[src/core/snbl_pkg.sv]
package snbl_pkg;

    // ------------------------------------------------------------
    // Timing
    // ------------------------------------------------------------
    localparam int unsigned CLK_HZ          = 100_000_000;
    localparam int unsigned BAUD_HZ_DEFAULT = 1_000_000;
    localparam int unsigned DIV_W           = 16;

    // ------------------------------------------------------------
    // Line constants
    // ------------------------------------------------------------
    localparam int unsigned STUFF_RUN   = 5;
    localparam int unsigned ABORT_RUN   = 7;
    localparam int unsigned IDLE_RUN    = 15;
    localparam int unsigned RAW_RUN     = 8;
    localparam int unsigned IFS_MIN     = 8;
    localparam logic [7:0]  FLAG_BYTE   = 8'h7E;
    localparam logic [7:0]  RAW_ONES    = 8'hFF;
    localparam logic [7:0]  PREAMBLE_B  = 8'h55;
    localparam logic        LINE_REST   = 1'b1;
    localparam int unsigned RUN_W       = 5;
    localparam int unsigned BIT_CNT_W   = 4;

    // ------------------------------------------------------------
    // Byte kinds on the transmit side
    // ------------------------------------------------------------
    typedef enum logic [1:0] {
        SNBL_KIND_DATA = 2'b00,
        SNBL_KIND_CRC  = 2'b01,
        SNBL_KIND_FLAG = 2'b10,
        SNBL_KIND_PRE  = 2'b11
    } snbl_kind_t;

    typedef struct packed {
        logic [7:0] data;
        snbl_kind_t kind;
    } snbl_tx_byte_t;

    typedef struct packed {
        logic [7:0] data;
        logic       last;
    } snbl_rx_byte_t;

    typedef enum logic [1:0] {
        SNBL_TX_IDLE  = 2'b00,
        SNBL_TX_SHIFT = 2'b01,
        SNBL_TX_IFS   = 2'b10
    } snbl_tx_state_t;

endpackage

[src/core/snbl_nrzi_rx.sv]
`timescale 1ns/1ns
// NRZI decoder with run counting of decoded ones
module snbl_nrzi_rx
    import snbl_pkg::*;
(
    input  wire logic             mclk,
    input  wire logic             reset,
    input  wire logic             bit_tick,
    input  wire logic             nrzi_on,
    input  wire logic             line_in,
    output logic                  bit_valid,
    output logic                  bit_value,
    output logic [RUN_W-1:0]      ones_run
);
    typedef struct packed {
        logic             prev_level;
        logic             bit_valid;
        logic             bit_value;
        logic [RUN_W-1:0] ones_run;
    } snbl_rxd_state_t;

    snbl_rxd_state_t st;
    snbl_rxd_state_t next_st;

    // Decode one line sample per bit time; run counter saturates
    always_comb begin
        logic dec;
        dec = 1'b0;
        next_st = st;
        next_st.bit_valid = 1'b0;
        if (bit_tick) begin
            dec = nrzi_on ? (line_in == st.prev_level) : line_in;
            next_st.prev_level = line_in;
            next_st.bit_valid = 1'b1;
            next_st.bit_value = dec;
            if (!dec) begin
                next_st.ones_run = '0;
            end else if (st.ones_run != '1) begin
                next_st.ones_run = st.ones_run + RUN_W'(1);
            end
        end
    end

    always_ff @(posedge mclk) begin
        if (reset) begin
            st <= '{prev_level: LINE_REST, bit_valid: 1'b0, bit_value: 1'b0,
                    ones_run: '0};
        end else begin
            st <= next_st;
        end
    end

    assign bit_valid = st.bit_valid;
    assign bit_value = st.bit_value;
    assign ones_run  = st.ones_run;
endmodule

[src/core/snbl_line.sv]
`timescale 1ns/1ns
module snbl_line
    import snbl_pkg::*;
#(
    parameter int unsigned  BAUD_HZ = BAUD_HZ_DEFAULT,
    parameter logic [DIV_W-1:0] BIT_DIV = DIV_W'(CLK_HZ / BAUD_HZ)
)(
    input  wire logic            mclk,
    input  wire logic            reset,
    input  wire logic            sdlc_mode,
    input  wire logic            internal_baud,
    input  wire logic            raw_mode,
    input  wire logic            tx_enable_bit,
    input  wire logic            rx_enable_bit,
    input  wire logic [7:0]      interframe_space_count,
    input  wire snbl_tx_byte_t   tx_byte_queue,
    input  wire logic            tx_valid,
    input  wire logic            tx_last,
    output logic                 tx_ready,
    output logic                 tx_line,
    output logic                 line_driver_enable_out,
    input  wire logic            rx_line,
    input  wire logic            line_idle_clear,
    input  wire logic            rx_abort_clear,
    output snbl_rx_byte_t        rx_byte,
    output logic                 rx_byte_valid,
    output logic                 rx_frame_end,
    output logic                 rx_abort_flag,
    output logic                 line_idle_flag
);
    import snbl_pkg::*;

    // ------------------------------------------------------------
    // State
    // ------------------------------------------------------------
    typedef struct packed {
        logic [DIV_W-1:0]     div_cnt;
        logic                 tick;
        snbl_tx_state_t       tx_st;
        logic [7:0]           tx_sh;
        snbl_kind_t           tx_kind;
        logic                 tx_raw;
        logic                 tx_is_last;
        logic [BIT_CNT_W-1:0] tx_bits;
        logic [2:0]           tx_ones;
        logic                 tx_stuff;
        logic                 tx_level;
        logic                 den_n;
        logic [7:0]           ifs_cnt;
        logic                 tx_ready;
        logic                 in_frame;
        logic                 got_data;
        logic [7:0]           flag_sh;
        logic [7:0]           rx_sh;
        logic [BIT_CNT_W-1:0] rx_bits;
        logic [7:0]           rx_hold;
        logic                 rx_hold_ok;
        snbl_rx_byte_t        rx_out;
        logic                 rx_out_valid;
        logic                 rx_end;
        logic                 abort_flag;
        logic                 idle_flag;
    } snbl_state_t;

    snbl_state_t st;
    snbl_state_t next_st;

    logic             rb_valid;
    logic             rb_value;
    logic [RUN_W-1:0] rb_run;
    logic             nrzi_on;

    // Bit reversal used for the MSB-first CRC bytes
    function automatic logic [7:0] snbl_rev8(input logic [7:0] b);
        logic [7:0] r;
        r = '0;
        for (int i = 0; i < 8; i++) begin
            r[i] = b[7-i];
        end
        return r;
    endfunction

    // NRZI only with SDLC selected and the internal bit clock in use
    assign nrzi_on = sdlc_mode && internal_baud;

    snbl_nrzi_rx u_rx (
        .mclk      (mclk),
        .reset     (reset),
        .bit_tick  (st.tick),
        .nrzi_on   (nrzi_on),
        .line_in   (rx_line),
        .bit_valid (rb_valid),
        .bit_value (rb_value),
        .ones_run  (rb_run)
    );

    // ------------------------------------------------------------
    // Next state
    // ------------------------------------------------------------
    always_comb begin
        logic out_bit;
        logic [7:0] flag_n;
        out_bit = 1'b1;
        flag_n  = '0;
        next_st = st;
        next_st.rx_out_valid = 1'b0;
        next_st.rx_end = 1'b0;

        // Bit-time divider; one tick per bit on both directions
        if (st.div_cnt == BIT_DIV - DIV_W'(1)) begin
            next_st.div_cnt = '0;
            next_st.tick = 1'b1;
        end else begin
            next_st.div_cnt = st.div_cnt + DIV_W'(1);
            next_st.tick = 1'b0;
        end

        // Transmit side
        next_st.tx_ready = 1'b0;
        if (!tx_enable_bit) begin
            // Disable drops the frame and holds the line high
            next_st.tx_st = SNBL_TX_IDLE;
            next_st.tx_level = LINE_REST;
            next_st.tx_ones = '0;
            next_st.tx_stuff = 1'b0;
            next_st.den_n = 1'b1;
            next_st.ifs_cnt = interframe_space_count;
            if (st.tx_st == SNBL_TX_SHIFT || st.tx_st == SNBL_TX_IFS) begin
                next_st.tx_st = SNBL_TX_IFS;
            end
        end else begin
            unique case (st.tx_st)
                SNBL_TX_IDLE: begin
                    next_st.den_n = 1'b1;
                    next_st.tx_ready = 1'b1;
                    if (tx_valid && st.tx_ready) begin
                        next_st.tx_ready = 1'b0;
                        next_st.tx_kind = tx_byte_queue.kind;
                        next_st.tx_raw = raw_mode;
                        next_st.tx_is_last = tx_last;
                        next_st.tx_bits = '0;
                        next_st.den_n = 1'b0;
                        next_st.tx_st = SNBL_TX_SHIFT;
                        // CRC MSB first, others LSB first; shift out bit 0
                        if (tx_byte_queue.kind == SNBL_KIND_CRC) begin
                            next_st.tx_sh = snbl_rev8(tx_byte_queue.data);
                        end else if (tx_byte_queue.kind == SNBL_KIND_PRE) begin
                            next_st.tx_sh = PREAMBLE_B;
                        end else begin
                            next_st.tx_sh = tx_byte_queue.data;
                        end
                    end
                end
                SNBL_TX_SHIFT: begin
                    if (st.tick) begin
                        if (st.tx_stuff) begin
                            out_bit = 1'b0;
                            next_st.tx_stuff = 1'b0;
                            next_st.tx_ones = '0;
                        end else begin
                            out_bit = st.tx_sh[0];
                            next_st.tx_sh = {1'b0, st.tx_sh[7:1]};
                            next_st.tx_bits = st.tx_bits + BIT_CNT_W'(1);
                            // Flags, raw bytes and preamble bypass stuffing
                            if (st.tx_raw || st.tx_kind == SNBL_KIND_FLAG
                                    || st.tx_kind == SNBL_KIND_PRE) begin
                                next_st.tx_ones = '0;
                            end else if (out_bit) begin
                                next_st.tx_ones = st.tx_ones + 3'd1;
                                next_st.tx_stuff = (st.tx_ones == 3'(STUFF_RUN - 1));
                            end else begin
                                next_st.tx_ones = '0;
                            end
                        end
                        // NRZI: toggle on 0, hold on 1
                        next_st.tx_level = nrzi_on ? (out_bit ? st.tx_level : ~st.tx_level)
                                                   : out_bit;
                    end
                    // Byte done once all 8 bits and any pending stuff bit left
                    if (next_st.tx_bits == BIT_CNT_W'(8) && !next_st.tx_stuff) begin
                        if (st.tx_is_last) begin
                            next_st.tx_st = SNBL_TX_IFS;
                            next_st.ifs_cnt = interframe_space_count;
                        end else begin
                            next_st.tx_st = SNBL_TX_IDLE;
                            next_st.tx_ready = 1'b1;
                        end
                    end
                end
                SNBL_TX_IFS: begin
                    // Last bit keeps its whole bit time; rest and driver off at next tick,
                    // then spacing is counted in bit times
                    if (st.tick) begin
                        next_st.den_n = 1'b1;
                        next_st.tx_level = LINE_REST;
                        if (st.den_n) begin
                            if (st.ifs_cnt == '0) begin
                                next_st.tx_st = SNBL_TX_IDLE;
                            end else begin
                                next_st.ifs_cnt = st.ifs_cnt - 8'd1;
                            end
                        end
                    end
                end
                default: next_st.tx_st = SNBL_TX_IDLE;
            endcase
        end

        // Clear first so an abort in the same cycle still sets the flag
        if (rx_abort_clear) begin
            next_st.abort_flag = 1'b0;
        end

        // Receive side; works on decoded bits from the NRZI decoder
        if (rb_valid && rx_enable_bit) begin
            flag_n = {rb_value, st.flag_sh[7:1]};
            next_st.flag_sh = flag_n;
            if (rb_run == RUN_W'(ABORT_RUN)) begin
                // Abort: flag only when data already went to the queue
                if (st.in_frame && st.got_data) begin
                    next_st.abort_flag = 1'b1;
                end
                next_st.in_frame = 1'b0;
                next_st.got_data = 1'b0;
                next_st.rx_hold_ok = 1'b0;
            end else if (flag_n == FLAG_BYTE) begin
                // Closing flag may open the next frame; the last held byte
                // is CRC and is dropped without reaching the queue
                if (st.in_frame && st.got_data && st.rx_bits == BIT_CNT_W'(7)) begin
                    next_st.rx_end = 1'b1;
                end
                next_st.in_frame = 1'b1;
                next_st.got_data = 1'b0;
                next_st.rx_hold_ok = 1'b0;
                next_st.rx_bits = '0;
            end else if (st.in_frame) begin
                if (!(rb_value == 1'b0 && st.flag_sh[7:3] == 5'b1_1111)) begin
                    next_st.rx_sh = {rb_value, st.rx_sh[7:1]};
                    if (st.rx_bits == BIT_CNT_W'(7)) begin
                        // Delay one byte so flag bits never reach the queue
                        next_st.rx_bits = '0;
                        if (st.rx_hold_ok) begin
                            next_st.rx_out.data = st.rx_hold;
                            next_st.rx_out_valid = 1'b1;
                            next_st.got_data = 1'b1;
                        end
                        next_st.rx_hold = {rb_value, st.rx_sh[7:1]};
                        next_st.rx_hold_ok = 1'b1;
                    end else begin
                        next_st.rx_bits = st.rx_bits + BIT_CNT_W'(1);
                    end
                end
            end
        end
        // Idle run uses the same counter as abort, so no restart
        if (rb_valid && rb_run >= RUN_W'(IDLE_RUN)) begin
            next_st.idle_flag = 1'b1;
        end else if (line_idle_clear) begin
            next_st.idle_flag = 1'b0;
        end
        next_st.rx_out.last = next_st.rx_end;
    end

    // ------------------------------------------------------------
    // Registers
    // ------------------------------------------------------------
    always_ff @(posedge mclk) begin
        if (reset) begin
            st <= '0;
            st.tx_level <= LINE_REST;
            st.den_n <= 1'b1;
            st.tx_st <= SNBL_TX_IDLE;
        end else begin
            st <= next_st;
        end
    end

    assign tx_ready               = st.tx_ready;
    assign tx_line                = st.tx_level;
    assign line_driver_enable_out = st.den_n;
    assign rx_byte                = st.rx_out;
    assign rx_byte_valid          = st.rx_out_valid;
    assign rx_frame_end           = st.rx_end;
    assign rx_abort_flag          = st.abort_flag;
    assign line_idle_flag         = st.idle_flag;
endmodule

[config.mk]
export PLATFORM = sky130hd
export DESIGN_NAME = snbl_line
export DESIGN_NICKNAME = d
export VERILOG_FILES = /design/src/core/snbl_pkg.sv /design/src/core/snbl_nrzi_rx.sv /design/src/core/snbl_line.sv
export SDC_FILE = /design/constraint.sdc
export NUM_CORES = 1
export LEC_CHECK = 0
export BUFFER_PORTS_ARGS = -buffer_cell sky130_fd_sc_hd__buf_2
export CORE_AREA = 2 2 121 111
export CTS_CLUSTER_SIZE = 10
export DETAILED_ROUTE_END_ITERATION = 16
export DIE_AREA = 0 0 123 113
export PLACE_DENSITY = 0.55
export SYNTH_ARGS = -nofsm -noshare
export SYNTH_HDL_FRONTEND = slang
export SYNTH_SLANG_ARGS = --single-unit
[constraint.sdc]
create_clock -name mclk -period 2.9 [get_ports mclk]
set_clock_uncertainty 0.1 [all_clocks]
set_input_delay 0.29 -clock mclk [delete_from_list [all_inputs] [get_ports mclk]]
set_output_delay 0.29 -clock mclk [all_outputs]
set_load 0.01 [all_outputs]
; ---- Word-level counts from Yosys, hierarchy flattened
; Index checks and enable logic that the tools add are counted.
[op_classes]
addsub = 6
order_cmp = 1
n_eq_ne = 32
mux = 70
n_bitwise = 9
reduce_logical = 43
[ops]
columns = operator, count
row1 = 8-bit two-way mux, 9
row2 = 21-bit two-way mux, 2
row3 = 9-bit two-way mux, 4
row4 = 8-bit one-hot mux with 2 select lines, 2
row5 = 1-bit two-way mux, 28
row6 = "3-bit inequality test, second input constant", 7
row7 = 5-bit AND reduction, 4
row8 = 18-bit two-way mux, 1
row9 = 17-bit two-way mux, 1
row10 = "16-bit by 1-bit adder with 16-bit output, second input constant", 1
row11 = "16-bit by 7-bit equality test with 1-bit output, second input constant", 1
row12 = 2-bit two-way mux, 8
row13 = 4-bit two-way mux, 4
row14 = "2-bit inequality test, second input constant", 6
row15 = 4-bit AND reduction, 3
row16 = 6-bit AND reduction, 2
row17 = 2-bit nonzero test, 6
row18 = 10-bit two-way mux, 1
row19 = 5-bit two-way mux, 2
row20 = 1-bit NOT, 9
row21 = 3-bit nonzero test, 3
row22 = "4-bit by 1-bit adder with 4-bit output, second input constant", 2
row23 = "2-bit equality test, second input constant", 4
row24 = "8-bit by 7-bit equality test with 1-bit output, second input constant", 1
row25 = other kinds (31), 50
[word_totals]
ff_bits = 101
output_inout_bits = 16
wordCells = 191

; ---- Longest topological paths before layout
; Gate-level depths: netlist (run 1).
[logic_depth]
depth_word = 14
depth_mapped = 8

; ---- Cells and area by module
; Synthesis (run 1) repeated with hierarchy kept, for this count alone.
[unflattened]
cells_unflattened = 562
area_unflattened_um2 = 4878.4
[by_module_without_submodules]
columns = mod, n_inst, cells_per_inst, area_each_um2
row1 = snbl_line, 1, 520, 4479.3
row2 = snbl_nrzi_rx, 1, 42, 399.1

; ---- Worst setup path before layout (run 1)
; No wires, ideal clock.
[synth_path]
kind = flip-flop to flip-flop
start = reg st[45] (netlist name)
end = reg st[47] (netlist name)
setup_ps = 117
t_arrival_ps = 1840
slack_ps = 843
stages_incl_launch_ff = 8
n_path_buf = 0
period_less_slack_ps = 2057
cell_sequence = dfxtp_1 -> inv_1 -> ha_1 -> or4b_1 -> nor3_4 -> nor2_1 -> o22a_2 -> a32o_1
[synth_via]
elab_chain_len = 6
elab_cells_between_ends = 9
[synth_rtl]
columns = item, line_no
row1 = "start, declared", snbl_line.sv:65  ; snbl_state_t st;
row2 = "start signal, assigned", snbl_line.sv:274  ; st <= next_st;
row3 = 8-bit by 1-bit subtractor with 8-bit output, snbl_line.sv:200  ; next_st.ifs_cnt = st.ifs_cnt - 8'd1;
row4 = 8-bit two-way mux, snbl_line.sv:197  ; if (st.ifs_cnt == '0) begin
row5 = 8-bit two-way mux, snbl_line.sv:196  ; if (st.den_n) begin
row6 = 10-bit two-way mux, snbl_line.sv:193  ; if (st.tick) begin
row7 = 8-bit one-hot mux with 2 select lines, snbl_line.sv:132  ; unique case (st.tx_st)
row8 = 8-bit two-way mux, snbl_line.sv:120  ; if (!tx_enable_bit) begin
; Parallel ways exist; a longest one is shown, timed or not. The select of a mux whose other input is x is not followed.
; A chain may end at the register's enable or synchronous reset.

; ---- Worst setup path in the final report (run 1)
[layout_path]
start = reg st[77] (netlist name)
end = reg st[48] (netlist name)
[layout_via]
elab_chain_len = 7
elab_cells_between_ends = 9
[layout_rtl]
columns = item, line_no
row1 = 9-bit two-way mux, snbl_line.sv:155  ; if (st.tick) begin
row2 = 9-bit two-way mux, snbl_line.sv:132
row3 = 9-bit two-way mux, snbl_line.sv:120
row4 = 4-bit equality test or 1-bit zero test (tied branches), snbl_line.sv:180  ; if (next_st.tx_bits == BIT_CNT_W'(8) && !next_st.tx_stuff) begin
row5 = 1-bit logical AND, snbl_line.sv:180
row6 = 3-bit by 2-bit inequality test with 1-bit output (no line), -
row7 = 6-bit AND reduction (no line) (*), -
; Every way passes the cells marked *; elsewhere a longest branch is shown, timed or not. The select of a mux whose other input is x is not followed.

==> impl_metrics.toml, run 1 <==
[status]
status = "finished clean"

[final_layout]
n_antenna_cell = 0
nets = 661
syn_to_final_growth_pct = 11.8
final_cell_mix = "98 x dfxtp_1, 75 x nor2_1, 59 x nand2_1"
fillers = 1292
drive_gt1_share_pct = 14.1
multi_input_area_um2 = 2690
seqCellArea_um2 = 1960
final_common_cell = "dfxtp_1"

[detailed_routing]
dr.pass1.iters = 4
vias = 4280
routedWlPerCell_um = 14.1
postRouteWirelength_mm = 11.1
drc_errors = 0
ant_nets = 0
drt_iter0_markers = 354
vias_per_cell = 5.44

[clock_tree]
post_cts_buffers = 0
worstSkewPairLatency_ns = 0.35
cts_tree = "yes"
cts_hold_buf = 0
clock_sinks = 98
cts.path.max_buffers = 2
cts-htree-levels = 3
cts_root_buffer = "clkbuf_16"
cts_buffers = 9
clkTransAtPathRegs_ns = 0.07
ctsResizeCount = 0

[power]
pwr-share-clk_pct = 41.3
p_int_mw = 2.07
p_sw_mw = 0.701
peakVddDrop_uv = 403
p_sw_share_pct = 25.3
combPwrFrac_pct = 8.7
leakage_nw = 2.16
sequentialPowerShare_pct = 50.1
power.density_nw_per_um2 = 503

[timing]
fin_crit_ns = 2.43
slew_headroom_pct = 34.5
fmax_mhz = 411
rsz0062_at_grt = "no"
hold_viol_final = 0
fin_crit_sh_pct = 83.9
setup_viol = 0
setup_slack_ns = 0.467
tightestPinTransition_ns = 0.975
finalSetupTns_ns = 0
drv_slew = 0

[place]
dpl.hpwl_mm = 7.87
gp_congestion = 0.815
io_buffers = 45
dp_slack_ns = 0.542

[yosys]
synth_fp_nets = 633
synth.distinct_cells = 70
yosys_warnings = 0
ys_seq_area_share_pct = 39.8
synth_seq_cells = 98
async_flop_share_pct = 0
syn_avg_cell_area_um2 = 8.36
synth_area_um2 = 4930
synth-main-ff-cell = "dfxtp_1"
synth_edf_count = 0
synthCells = 590

[setup_path]
cp-start-kind = "flop"
critPathMaxStageDelay_ns = 0.84
endpoint_kind = "flop"
path_cells = "nor2b_1, a311oi_1, nor3_1, a221oi_1, a21oi_1"
cp_num_buf_inv = 0
critPathArrivalTime_ns = 2.61
worst-endpoint-required_ns = 3.08
worstPathMaxFanout = 12
critPathTopFamily = "simple AND/OR/NAND/NOR gates"
slowest_stage = "nor3_1"
critical_path_class = "reg -> reg"

[floorplan]
die_w_um = 123
core-area_um2 = 12600
io_pins = 46
fp-row-count = 39
dieArea_um2 = 13900
chipHeight_um = 113
start_util_pct = 39.2

[global_routing]
grt_pass1_vias = 3878
overflow = 0
grt_max_degree = 66
grt_pass1_wl_mm = 18.6
track_usage_pct = 16.6
antenna_found_initial = 0

[flow_run]
cap_viol_max_count = 0

[min_path]
hold_path_class = "in -> reg"
-- per-stage QoR --
stage          utilization, %  power [mW]  instances  instance area (µm²)  hold slack (ns)
6_report                 43.8        2.78        787                 5520           0.0788
5_1_grt                  43.8        2.89        787                 5520           0.0919
4_1_cts                  43.8        2.81        787                 5520           0.0687
3_5_place_dp             41.6        1.66        771                 5240            0.352
3_3_place_gp             41.6        1.66        771                 5240            0.343
2_1_floorplan               -        1.59        590                 4930            0.318
-- worst paths after layout --
| kind | start | endpoint | slack (ns) | cells after the start |
|---|---|---|---|---|
| setup / recovery | st[77] | st[48] | 0.47 | 5 |
| hold / removal | tx_last | st[63] | 0.08 | 3 |
| setup reg to reg | st[77] | st[48] | 0.47 | 5 |
| hold reg to reg | st[27] | st[27] | 0.36 | 2 |
-- kinds of logic after synthesis --
logic type / synth area share, %
simple gates: 24.1
buf+inv: 5.76
mux: 4.29
xor+xnor: 3.02
compound gates: 19.8
fa+ha+maj: 3.30
flops: 39.8
-- metal layers --
metal	wire length (µm)	part of all wire [%]	global-route usage, %	up-vias
met4	179	1.6	6.06	0
met3	551	5.0	4.23	16
li1	-	-	-	2179
met5	0	0	0	-
met1	5340	48	22.0	1988
met2	5000	45	26.2	97
-- power by group through the flow --
| stage | logic, mW | registers [mW] | clock network (mW) |
|---|---|---|---|
| after floorplan | 0.172 | 1.41 | 0 |
| after global placement | 0.238 | 1.42 | 0 |
| after detailed placement | 0.241 | 1.42 | 0 |
| after CTS | 0.242 | 1.39 | 1.18 |
| after global routing | 0.272 | 1.39 | 1.23 |
| final | 0.241 | 1.39 | 1.15 |
-- layout make-up --
type,instances,share of cell area [%]
multi-input combinational,431,48.7
timing repair buffer,54,5.31
sequential,98,35.6
tap,164,3.72
inverter,24,1.63
clock buffer,11,4.40
clock inverter,5,0.680
-- cell usage after synthesis, drive strengths merged (9+ instances only) --
cell type | n | area, µm²
and3 | 10 | 62.6
inv | 23 | 86.3
nand3 | 20 | 100
nor3 | 15 | 86.3
a21oi | 52 | 260
a221oi | 9 | 85.1
nor2 | 75 | 282
clkbuf | 19 | 72.6
o21ai | 24 | 124
buf | 18 | 121
ha | 13 | 163
xnor2 | 9 | 78.8
nand2 | 60 | 228
dfxtp | 98 | 1960
mux2i | 20 | 200
-- flip-flops by register name, indices dropped and copies added (netlist names) --
register,cells
st,75
rx_byte,8
u_rx.ones_run,5
line_driver_enable_out,1
line_idle_flag,1
rx_abort_flag,1
rx_byte_valid,1
rx_frame_end,1
tx_line,1
tx_ready,1
u_rx.bit_valid,1
u_rx.bit_value,1
u_rx.st,1
-- worst min-delay path, stage by stage --
cell	delay, ns
buf_2	0.10
nand2_1	0.04
a21oi_1	0.05
Note: power is estimated with default switching activity, not from simulation.
==> run 2, diff against run 1 <==
--- a/config.mk
+++ b/config.mk
@@ -10,7 +10,7 @@
 export CTS_CLUSTER_SIZE = 10
 export DETAILED_ROUTE_END_ITERATION = 16
 export DIE_AREA = 0 0 123 113
-export PLACE_DENSITY = 0.55
+export PLACE_DENSITY = 0.58
 export SYNTH_ARGS = -nofsm -noshare
 export SYNTH_HDL_FRONTEND = slang
 export SYNTH_SLANG_ARGS = --single-unit
==> constraint.sdc (replaced) <==
create_clock -name mclk -period 2.2 [get_ports mclk]
set_clock_uncertainty 0.1 [all_clocks]
set_input_delay 0.22 -clock mclk [delete_from_list [all_inputs] [get_ports mclk]]
set_output_delay 0.22 -clock mclk [all_outputs]
set_load 0.01 [all_outputs]
==> run 2 against run 1 <==
  * Register-to-register slack got worse by 0.36 ns
  * Design area increased by 5.9%
  * Utilization up 2.6 points
  * Routed wire length is 1.1% higher
  * Largest cell class unchanged
  * Highest routed layer unchanged
==> impl_metrics.toml, run 2 (synthesis results as in run 1) <==
[setup_path]
path_cells = "inv_1, ha_1, or4b_1, o31ai_2, and3_1, o21ai_2, a221oi_2"
cp-start-kind = "flop"
worstPathMaxFanout = 4
worst-endpoint-required_ns = 2.36
r2r_cells = 7
critical_path_class = "reg -> reg"
slowest_stage = "or4b_1"
critPathTopFamily = "simple AND/OR/NAND/NOR gates"
endpoint_kind = "flop"
critPathMaxStageDelay_ns = 0.52
path_depth = 7
critPathArrivalTime_ns = 2.25
cp_num_buf_inv = 1

[final_layout]
drive_gt1_share_pct = 19.2
n_antenna_cell = 0
nets = 690
largest_reg_flops = 75
regMostFlops = "st"
final_common_cell = "dfxtp_1"
fillers = 1283
fin_util_pct = 46.4
syn_to_final_growth_pct = 18.4
final_cell_mix = "94 x dfxtp_1, 75 x nor2_1, 59 x nand2_1"

[clock_tree]
cts_root_buffer = "clkbuf_16"
cts.path.max_buffers = 2
clock_sinks = 98
clkTransAtPathRegs_ns = 0.07
cts_buffers = 9
cts_tree = "yes"
worstSkewPairLatency_ns = 0.35
cts-htree-levels = 3

[detailed_routing]
vias_per_cell = 5.35
met2_wirelength_mm = 5.07
vias = 4368
routedWlPerCell_um = 13.7
wl_met1_mm = 5.42
postRouteWirelength_mm = 11.2
dr.pass1.iters = 7
drt_iter0_markers = 274
drc_errors = 0
ant_nets = 0
highest_layer = "met4"
wl_met3_um = 575

[status]
status = "finished clean"

[global_routing]
track_usage_pct = 16.7
overflow = 0
grt_pass1_vias = 4066
grt_pass1_wl_mm = 18.9
antenna_found_initial = 0
grt_max_degree = 34

[flow_run]
cap_viol_max_count = 0

[place]
dp_slack_ns = 0.0250
dpl.hpwl_mm = 7.94
io_buffers = 45
gp_congestion = 0.858

[power]
power_mw = 3.90
peakVddDrop_uv = 411
leakage_nw = 2.34
power.density_nw_per_um2 = 668

[floorplan]
fp-row-count = 39
start_util_pct = 39.2
io_pins = 46
die_w_um = 123
core-area_um2 = 12600
chipHeight_um = 113
dieArea_um2 = 13900

[timing]
slew_headroom_pct = 61.0
drv_slew = 0
setup_viol = 0
setup_slack_ns = 0.110
rsz0062_at_grt = "yes"
tightestPinTransition_ns = 0.584
fin_crit_ns = 2.09
fmax_mhz = 479
fin_crit_sh_pct = 95.0
hold_viol_final = 0

[min_path]
hold_path_class = "in -> reg"
worstHoldPathCells = 3
-- run 2: cell types whose count changed in the layout (fill, tap and decap cells not counted), sizes merged --
cell / before / now
buf: 54 / 81
bufinv: 0 / 2
clkbuf: 11 / 9
clkinvlp: 2 / 0
dlygate4sd3: 0 / 2
clkinv: 2 / 3
inv: 25 / 26
-- run 2: repair_timing --
item | in CTS | in global routing
hold buffers | 2 | 0
gates resized for setup | 0 | 19
setup buffers | 0 | 1
endpoints found under the hold margin | 2 | 0
endpoints found under the setup margin | 0 | 14
-- run 2: metrics by stage --
stage	instance area, µm²	setup TNS [ns]	hold slack, ns	instances
CTS	5780	0	0.0132	814
finish	5840	0	0.0280	816
global placement	5440	0	0.341	796
floorplan	4930	0	0.248	590
global route	5840	-0.0380	0.0425	816
detailed placement	5440	0	0.349	796
-- run 2: worst paths after layout --
path	start	slack, ns	to
hold / removal	rx_line	0.03	u_rx.st[7]
setup reg to reg	st[45]	0.11	st[76]
hold reg to reg	st[74]	0.36	st[74]
setup / recovery	st[45]	0.11	st[76]
-- run 2: layout make-up --
class	count	area, µm²	area share (%)
repair buffers	83	532	9.11
flip-flops and latches	98	1970	33.7
multi-input cells	431	2720	46.6
clock inverters	7	98.8	1.69
well taps	164	205	3.51
clock buffers	9	225	3.86
inverters	24	90.1	1.54
-- run 2: report_power, final --
part / total, mW / internal (mW) / switching, mW
logic: 0.350 / 0.150 / 0.200
clock network: 1.72 / 1.01 / 0.715
registers: 1.83 / 1.80 / 0.0273
-- run 2: worst min-delay path: cells and delay by family --
| family | cells | cell delay (ns) |
|---|---|---|
| buf+inv | 1 | 0.11 |
| mux | 1 | 0.07 |
| simple gates | 1 | 0.05 |
-- run 2: layer usage --
metal | track usage (%) | vias to the layer above
li1 | - | 2234
met1 | 22.4 | 2019
met2 | 26.3 | 102
met3 | 4.64 | 13
met4 | 5.23 | 0
met5 | 0 | -
